===== config.mk =====
export PLATFORM = sky130hd
export DESIGN_NAME = rclk2_ctrl
export DESIGN_NICKNAME = d
export VERILOG_FILES = /design/src/core/rclk2_pkg.sv /design/src/core/rclk_sel_if.sv /design/src/core/rclk_squelch_policy.sv /design/src/core/rclk_glitch_gate.sv /design/src/core/rclk2_ctrl.sv
export SDC_FILE = /design/constraint.sdc
export NUM_CORES = 1
export LEC_CHECK = 0
export BUFFER_PORTS_ARGS = -buffer_cell sky130_fd_sc_hd__buf_2
export CAP_MARGIN = 20
export CORE_ASPECT_RATIO = 1.1
export CORE_MARGIN = 3
export CORE_UTILIZATION = 40
export CTS_CLUSTER_DIAMETER = 100
export CTS_CLUSTER_SIZE = 30
export DETAILED_ROUTE_END_ITERATION = 8
export PLACE_DENSITY = 0.8
export SLEW_MARGIN = 10
export SYNTH_ARGS = -nofsm -noshare
export SYNTH_HDL_FRONTEND = slang
export SYNTH_SLANG_ARGS = --single-unit

===== constraint.sdc =====
create_clock -name SYS_CLK -period 2.08 [get_ports SYS_CLK]
set_input_delay 0.104 -clock SYS_CLK [delete_from_list [all_inputs] [get_ports SYS_CLK]]
set_output_delay 0.104 -clock SYS_CLK [all_outputs]
set_load 0.02 [all_outputs]

===== src/core/rclk2_pkg.sv =====
// Constants for the second recovered-clock output controller
`default_nettype none
package rclk2_pkg;
  // Register map, byte addresses on the 32-bit bus
  localparam logic [7:0]  CTRL_OFFSET   = 8'h18;
  localparam logic [7:0]  STATUS_OFFSET = 8'h1C;
  localparam int          ADR_W         = 8;
  // Control field positions
  localparam int          EN_BIT        = 15;
  localparam int          SRC_MSB       = 14;
  localparam int          SRC_LSB       = 11;
  localparam int          FREQ_MSB      = 10;
  localparam int          FREQ_LSB      = 8;
  localparam int          SQL_MSB       = 5;
  localparam int          SQL_LSB       = 4;
  localparam int          TYPE_MSB      = 2;
  localparam int          TYPE_LSB      = 0;
  // Reset value and writable bits; reserved 7:6 and 3 stay zero
  localparam logic [15:0] CTRL_RESET    = 16'h0000;
  localparam logic [15:0] CTRL_WMASK    = 16'hFF37;
  // Source port codes above this are reserved
  localparam logic [3:0]  SRC_LAST      = 4'h3;
  // Output frequency codes
  localparam logic [2:0]  FREQ_25       = 3'h0;
  localparam logic [2:0]  FREQ_125      = 3'h1;
  localparam logic [2:0]  FREQ_31       = 3'h2;
  // Clock type code for the copper receive-recovered clock
  localparam logic [2:0]  TYPE_CU_RX    = 3'h1;
  // Squelch levels
  typedef enum logic [1:0] {
    SQL_STRICT = 2'b00,
    SQL_RELAX  = 2'b01,
    SQL_LINK   = 2'b10,
    SQL_NONE   = 2'b11
  } squelch_level_e;
endpackage
`default_nettype wire


===== src/core/rclk_sel_if.sv =====
// Selected-port status and settings passed to the squelch policy
`default_nettype none
interface rclk_sel_if;
  logic                           link_up;
  logic                           unstable;
  logic                           gig_master;
  logic                           ten_mb;
  logic                           eee;
  logic                           lp_idle;
  logic                           cfg_ok;
  logic                           enable;
  logic                           ext_squelch;
  rclk2_pkg::squelch_level_e      level;
  modport drive  (output link_up, unstable, gig_master, ten_mb, eee, lp_idle,
                  cfg_ok, enable, ext_squelch, level);
  modport decide (input link_up, unstable, gig_master, ten_mb, eee, lp_idle,
                  cfg_ok, enable, ext_squelch, level);
endinterface
`default_nettype wire


===== src/core/rclk_squelch_policy.sv =====
// Decides whether the recovered clock may pass for the selected port
`default_nettype none
module rclk_squelch_policy (
  input  wire logic   clk,
  input  wire logic   rstn,
  rclk_sel_if.decide  sel,
  output logic        allow
);
  logic level_ok;

  // Link-state policy per squelch level
  always_comb begin
    case (sel.level)
      rclk2_pkg::SQL_STRICT: level_ok = sel.link_up && !sel.unstable && !sel.gig_master
                                        && !sel.ten_mb && !sel.eee;
      rclk2_pkg::SQL_RELAX:  level_ok = sel.link_up && !sel.unstable
                                        && (!sel.eee || sel.lp_idle);
      rclk2_pkg::SQL_LINK:   level_ok = sel.link_up;
      rclk2_pkg::SQL_NONE:   level_ok = 1'b1;
      default:               level_ok = 1'b0;
    endcase
  end

  // The pin beats every field; reserved settings never pass a clock
  assign allow = level_ok && sel.enable && sel.cfg_ok && !sel.ext_squelch;
endmodule // rclk_squelch_policy
`default_nettype wire


===== src/core/rclk_glitch_gate.sv =====
// Glitch-free gate: opens and closes only while the source is low
`default_nettype none
module rclk_glitch_gate (
  input  wire logic clk,
  input  wire logic rstn,
  input  wire logic src,
  input  wire logic allow,
  output logic      out_reg,
  output logic      gate_reg
);
  logic gate_next;

  // Gate follows allow only in the source's low phase, so no pulse is cut
  assign gate_next = src ? gate_reg : allow;

  always_ff @(posedge clk or negedge rstn) begin
    if (!rstn) begin
      gate_reg <= 1'b0;
    end else begin
      gate_reg <= gate_next;
    end
  end

  // Output flop; held low whenever the gate is shut
  always_ff @(posedge clk or negedge rstn) begin
    if (!rstn) begin
      out_reg <= 1'b0;
    end else begin
      out_reg <= gate_next & src;
    end
  end
endmodule // rclk_glitch_gate
`default_nettype wire


===== src/core/rclk2_ctrl.sv =====
// Second recovered-clock output: control register, source select, squelch
// Summary of operation
// - Control fields live in one 16-bit register at offset 0x18.
// - Bit 15 enables the output; resets to 0, output starts disabled.
// - Bits 14:11 pick source port 0 to 3; other codes reserved; reset 0.
// - Bits 10:8 pick 25, 125 or 31.25 MHz; higher codes reserved; reset 0.
// - Level 00 squelches on link down, unstable, gigabit master, 10 Mb/s, EEE.
// - Level 01 like 00 but passes gigabit master, 10 Mb/s, and LPI reception.
// - Level 10 squelches only while the link is down.
// - Level 11 never squelches, even with the link down.
// - External squelch pin high squelches the output regardless of settings.
// - Bits 2:0 pick clock type; 001 is copper receive clock; reset 0.
//
// The implementer's own choice: register access over Wishbone.
`default_nettype none
module rclk2_ctrl (
  input  wire logic        SYS_CLK,
  input  wire logic        RESETN,
  // Wishbone classic slave
  input  wire logic [7:0]  WB_ADR_I,
  input  wire logic [31:0] WB_DAT_I,
  input  wire logic [3:0]  WB_SEL_I,
  input  wire logic        WB_WE_I,
  input  wire logic        WB_CYC_I,
  input  wire logic        WB_STB_I,
  output logic      [31:0] WB_DAT_O,
  output logic             WB_ACK_O,
  // Per-port recovered clocks, one line per output frequency
  input  wire logic [3:0]  RCLK_25,
  input  wire logic [3:0]  RCLK_125,
  input  wire logic [3:0]  RCLK_31,
  // Per-port link state
  input  wire logic [3:0]  LINK_UP,
  input  wire logic [3:0]  LINK_UNSTABLE,
  input  wire logic [3:0]  GIG_MASTER,
  input  wire logic [3:0]  TEN_MB,
  input  wire logic [3:0]  EEE_MODE,
  input  wire logic [3:0]  LP_IDLE_RX,
  // External squelch, active high
  input  wire logic        CLK_SQUELCH,
  output logic             RECOVERED_CLOCK_OUT_TWO
);
  logic [15:0] ctrl_reg;
  logic [15:0] ctrl_next;
  logic        ack_reg;
  logic [31:0] dat_reg;
  logic [31:0] dat_next;
  logic        req;
  logic        wr_ctrl;
  logic [15:0] lane_mask;
  logic [3:0]  src_port;
  logic [2:0]  freq_code;
  logic [2:0]  type_code;
  logic [1:0]  port_idx;
  logic        src_clk;
  logic        allow;
  logic        gate;
  rclk_sel_if  sel ();

  // Bit of a four-port vector chosen by the port index
  function automatic logic pick(input logic [3:0] vec, input logic [1:0] idx);
    pick = vec[idx];
  endfunction

  // New request: strobe up and not yet answered
  assign req     = WB_CYC_I && WB_STB_I && !ack_reg;
  assign wr_ctrl = req && WB_WE_I && (WB_ADR_I == rclk2_pkg::CTRL_OFFSET);

  // Byte lanes 0 and 1 cover the 16-bit register
  assign lane_mask = {{8{WB_SEL_I[1]}}, {8{WB_SEL_I[0]}}};

  // Masked write; reserved bits never take data
  assign ctrl_next = (ctrl_reg & ~(lane_mask & rclk2_pkg::CTRL_WMASK))
                   | (WB_DAT_I[15:0] & lane_mask & rclk2_pkg::CTRL_WMASK);

  // Control register
  always_ff @(posedge SYS_CLK or negedge RESETN) begin
    if (!RESETN) begin
      ctrl_reg <= rclk2_pkg::CTRL_RESET;
    end else if (wr_ctrl) begin
      ctrl_reg <= ctrl_next;
    end
  end

  // Answer every strobe in one cycle; unmapped addresses read zero
  always_ff @(posedge SYS_CLK or negedge RESETN) begin
    if (!RESETN) begin
      ack_reg <= 1'b0;
    end else begin
      ack_reg <= req;
    end
  end

  // Read mux; upper half and reserved bits read zero
  always_comb begin
    dat_next = 32'h0000_0000;
    case (WB_ADR_I)
      rclk2_pkg::CTRL_OFFSET:   dat_next = {16'h0000, ctrl_reg};
      rclk2_pkg::STATUS_OFFSET: dat_next = {29'h0000_0000, RECOVERED_CLOCK_OUT_TWO,
                                            gate, allow};
      default:                  dat_next = 32'h0000_0000;
    endcase
  end

  always_ff @(posedge SYS_CLK or negedge RESETN) begin
    if (!RESETN) begin
      dat_reg <= 32'h0000_0000;
    end else if (req) begin
      dat_reg <= dat_next;
    end
  end

  assign WB_ACK_O = ack_reg;
  assign WB_DAT_O = dat_reg;

  // Field decode
  assign src_port  = ctrl_reg[rclk2_pkg::SRC_MSB:rclk2_pkg::SRC_LSB];
  assign freq_code = ctrl_reg[rclk2_pkg::FREQ_MSB:rclk2_pkg::FREQ_LSB];
  assign type_code = ctrl_reg[rclk2_pkg::TYPE_MSB:rclk2_pkg::TYPE_LSB];
  assign port_idx  = src_port[1:0];

  // Source clock: reserved frequency codes give a quiet line
  always_comb begin
    case (freq_code)
      rclk2_pkg::FREQ_25:  src_clk = pick(RCLK_25, port_idx);
      rclk2_pkg::FREQ_125: src_clk = pick(RCLK_125, port_idx);
      rclk2_pkg::FREQ_31:  src_clk = pick(RCLK_31, port_idx);
      default:             src_clk = 1'b0;
    endcase
  end

  // Selected-port status handed to the policy
  assign sel.link_up     = pick(LINK_UP, port_idx);
  assign sel.unstable    = pick(LINK_UNSTABLE, port_idx);
  assign sel.gig_master  = pick(GIG_MASTER, port_idx);
  assign sel.ten_mb      = pick(TEN_MB, port_idx);
  assign sel.eee         = pick(EEE_MODE, port_idx);
  assign sel.lp_idle     = pick(LP_IDLE_RX, port_idx);
  assign sel.enable      = ctrl_reg[rclk2_pkg::EN_BIT];
  assign sel.ext_squelch = CLK_SQUELCH;
  assign sel.level       = rclk2_pkg::squelch_level_e'(
                             ctrl_reg[rclk2_pkg::SQL_MSB:rclk2_pkg::SQL_LSB]);
  // Reserved port, frequency or type codes keep the output squelched
  assign sel.cfg_ok      = (src_port <= rclk2_pkg::SRC_LAST)
                        && (freq_code <= rclk2_pkg::FREQ_31)
                        && (type_code == rclk2_pkg::TYPE_CU_RX);

  rclk_squelch_policy u_policy (
    .clk   (SYS_CLK),
    .rstn  (RESETN),
    .sel   (sel),
    .allow (allow)
  );

  // Output flop sits in the gate so the pin never glitches
  rclk_glitch_gate u_gate (
    .clk      (SYS_CLK),
    .rstn     (RESETN),
    .src      (src_clk),
    .allow    (allow),
    .out_reg  (RECOVERED_CLOCK_OUT_TWO),
    .gate_reg (gate)
  );
endmodule // rclk2_ctrl
`default_nettype wire


==> run_results.csv <==
group,metric,value,unit
outcome,outcome,"completed",
placed_design,placed_cell_areas,1941,um^2
final_layout,layout_common_cells,"79 x sky130_fd_sc_hd__buf_2, 29 x sky130_fd_sc_hd__dfrtp_1, 19 x sky130_fd_sc_hd__conb_1",
floorplanning,ios,120,
clocking,clk_transition_reported_paths,0.06,ns
routing,drt-pass1-iter-count,4,
clocking,tritoncts_buffers,5,
sta,maximum_achievable_frequency,518.4,MHz
sta,layout_worst_path_cycle_share,92.74,%
sta,finalSetupViolCount,0,
routing,wl_met3,386,um
worst_setup_path,cp_cell_sequence,"mux4_1, a21oi_1, a311oi_2, mux2_1",
synth,netlist-cell-type-count,37,
power_and_ir_drop,intPower,1.020,mW
min_path,holdCritPathClass,"input pin to flop",
sta,worst_slew_margin_rel,58.92,%
final_layout,antennaDiodeCount,0,
worst_setup_path,crit_slowest_cell,"sky130_fd_sc_hd__mux4_1",
routing,routedWlPerCell,13.40,um
grt,via_count_of_the_first_global_routing_pass,1243,
sta,worst_clock_skew,0.008186,ns
floorplanning,die_h,71.85,um
clocking,cts_resized,0,
synth,yosys_register_bits,29,
final_layout,design.final.nets,299,
worst_setup_path,path_max_fanout,12,
worst_setup_path,critical_path_required,2.24,ns
clocking,clk_path_buf_depth,2,
routing,ant_nets,0,
floorplanning,fp.dieW,65.86,um
grt,antenna_found_initial,0,
placed_design,routabilityCongestion,0.6951,
clocking,clk-insertion-delay-late,0.28,ns
power_and_ir_drop,power_leakage,1.143,nW
sta,hold_viol_final,0,
placed_design,place.detailed.hpwl,2.825,mm
final_layout,nFillCells,333,
final_layout,fraction_of_final_layout_cells_sized_beyond_drive_strength_1,43.46,%
final_layout,layout_commonest_cell,"sky130_fd_sc_hd__buf_2",
power_and_ir_drop,cellPowerDensity,630.5,nW/um^2
worst_setup_path,critPathBufInv,0,
worst_setup_path,worst_setup_path_end_kind,"flop",
synth,post_synth_inst_count,131,
worst_setup_path,crit_type,"flop to flop",
sta,tightestPinTransition,0.6163,ns
routing,top_signal_layer_used,"met4",
sta,rsz0062_at_grt,"no",
floorplanning,core_region,3712,um^2
final_layout,area_growth_syn_to_layout,31.11,%
routing,drc_errors,0,
worst_setup_path,startpoint_type,"flop",
worst_setup_path,cp_slowest_stage_delay,0.62,ns
synth,syn_area,1577,um^2
routing,via_count,1267,
clocking,clock_tree.root_cell,"sky130_fd_sc_hd__clkbuf_8",
clocking,clkSinkCount,29,
final_layout,stdcell_area,2067,um^2
synth,synth.yosys.seq_area_share,46.03,%
power_and_ir_drop,p_total,1.303,mW
grt,maximum_number_of_pins_on_one_net_before_global_route_repair,30,
power_and_ir_drop,clock_power_share,45.9,%
routing,post_drt_via_cell_ratio,4.799,
routing,first_iter_violations,76,
sta,tns,0,ns
grt,global_route_wire_length_before_repair,5.589,mm
power_and_ir_drop,p_comb_share,10.4,%
clocking,htree_levels,2,
grt,grt.total_usage,15.82,%
worst_setup_path,critical-path-top-delay-family,"multiplexers",
final_layout,multi_input_comb_area,715.7,um^2
sta,fin_crit_period,1.929,ns
power_and_ir_drop,netSwitchingFraction,21.74,%
routing,wl_met1,1.432,mm
power_and_ir_drop,seqPwrFrac,43.7,%
grt,grt_overflow_total,0,
clocking,cts_tree,"done",
synth,ys.warnings.count,0,
floorplanning,die_area,4732,um^2
power_and_ir_drop,switchingPower,0.2833,mW
placed_design,port-buffer-count,79,
floorplanning,floorplan.initialDensity,42.47,%
job,drv.max_cap_violation_count,0,
routing,met2_wirelength,1.665,mm
power_and_ir_drop,vdd_drop_max,0.4252,mV
floorplanning,std_cell_rows,23,
synth,syn-mean-instance-area,12.03,um^2
final_layout,regArea,725.7,um^2
worst_setup_path,critical_path_arrival,2.09,ns
sta,timing_max_transition_violations_final,0,
routing,route.final.wire_length,3.538,mm
cell families after synthesis:
kind of cell	count (synthesis)	share of synthesized area, %
AOI/OAI and AO/OA	29	14.84
buffers and inverters	31	12.86
DFF	29	46.03
muxes	20	17.46
other	1	0.2379
and+or+nand+nor	21	8.571
synth_stat cells:
cell type                   instances  share of area (%)
sky130_fd_sc_hd__nor4b_1            2                1.1
sky130_fd_sc_hd__nand4_1            1               0.40
sky130_fd_sc_hd__mux4_1             2                3.3
sky130_fd_sc_hd__o21bai_1           2               0.95
sky130_fd_sc_hd__o21ai_0            3               0.95
sky130_fd_sc_hd__buf_6              1               0.71
sky130_fd_sc_hd__a21oi_1            2               0.63
sky130_fd_sc_hd__and3_1             2               0.79
sky130_fd_sc_hd__o211ai_1           2               0.95
sky130_fd_sc_hd__a21boi_1           3                1.4
sky130_fd_sc_hd__a311oi_2           1               0.95
sky130_fd_sc_hd__clkbuf_2           1               0.32
sky130_fd_sc_hd__nor2_1             4               0.95
sky130_fd_sc_hd__a22o_1            10                5.6
sky130_fd_sc_hd__a2111oi_0          1               0.56
sky130_fd_sc_hd__clkbuf_1           2               0.48
sky130_fd_sc_hd__buf_2              2               0.63
sky130_fd_sc_hd__and4bb_1           1               0.79
sky130_fd_sc_hd__nand2b_1           1               0.40
sky130_fd_sc_hd__dfrtp_1           29                 46
sky130_fd_sc_hd__a41oi_1            1               0.56
sky130_fd_sc_hd__inv_1              5                1.2
sky130_fd_sc_hd__nor3_1             1               0.32
sky130_fd_sc_hd__mux2i_1            2                1.3
sky130_fd_sc_hd__nand3_1            1               0.32
sky130_fd_sc_hd__nor4bb_1           1               0.63
sky130_fd_sc_hd__and2_1             1               0.40
sky130_fd_sc_hd__nand2_1            5                1.2
sky130_fd_sc_hd__o32ai_1            1               0.56
sky130_fd_sc_hd__a221o_1            1               0.63
sky130_fd_sc_hd__mux2_1            14                 10
sky130_fd_sc_hd__conb_1             1               0.24
sky130_fd_sc_hd__mux4_2             2                2.9
sky130_fd_sc_hd__buf_4             20                9.5
sky130_fd_sc_hd__a211oi_1           1               0.48
sky130_fd_sc_hd__nand3b_4           1                1.3
sky130_fd_sc_hd__o21ba_1            1               0.63
path summary, 6_finish.rpt:
path	from	end	slack [ns]	cells after the start
min in group asynchronous	RESETN	async pin	0.38	2
hold / removal	WB_DAT_I[9]	flop	0.04	2
hold reg to reg	WB_DAT_O[1]	WB_DAT_O[1]	0.48	2
setup / recovery	flop	u_gate.gate_reg	0.15	4
max in group asynchronous	RESETN	async pin	1.29	2
setup reg to reg	flop	u_gate.gate_reg	0.15	4
stage by stage:
stage               std cells  hold slack (ns)  utilization [%]  worst slack (ns)
CTS                       264          0.03010            55.68            0.1440
global route              264          0.02391            55.68           0.06328
floorplan                 149          -0.1916                -            0.3644
global placement          255           0.1564            52.28            0.2031
finish                    264          0.03654            55.68            0.1509
detailed placement        255           0.1585            52.28            0.1623
cell type report:
| cell class | instances | area share [%] |
|---|---|---|
| sequential | 29 | 35.11 |
| multi-input combinational | 89 | 34.62 |
| timing repair buffer | 83 | 20.70 |
| clock buffer | 7 | 4.177 |
| tap | 50 | 3.027 |
| clock inverter | 1 | 1.453 |
| inverter | 5 | 0.9080 |
routing by layer:
metal | vias up | GRT usage [%]
li1 | 604 | -
met1 | 581 | 19.94
met2 | 75 | 24.83
met3 | 7 | 5.956
met4 | 0 | 5.530
met5 | - | 0
power groups by stage:
| stage | registers (mW) | clock network (mW) | logic (mW) |
|---|---|---|---|
| 6_report | 0.570 | 0.598 | 0.136 |
| 5_1_grt | 0.569 | 0.647 | 0.151 |
| 4_1_cts | 0.570 | 0.612 | 0.136 |
| 3_5_place_dp | 0.580 | 0 | 0.135 |
| 3_3_place_gp | 0.580 | 0 | 0.134 |
| 2_1_floorplan | 0.580 | 0 | 0.0860 |
repair_timing:
| action | CTS | global route |
|---|---|---|
| buffers inserted | 0 | 0 |
| hold buffers | 1 | 0 |
| endpoints found under the hold margin | 29 | 0 |
| setup endpoints to repair | 0 | 0 |
Note: power is estimated with default switching activity, not from simulation.
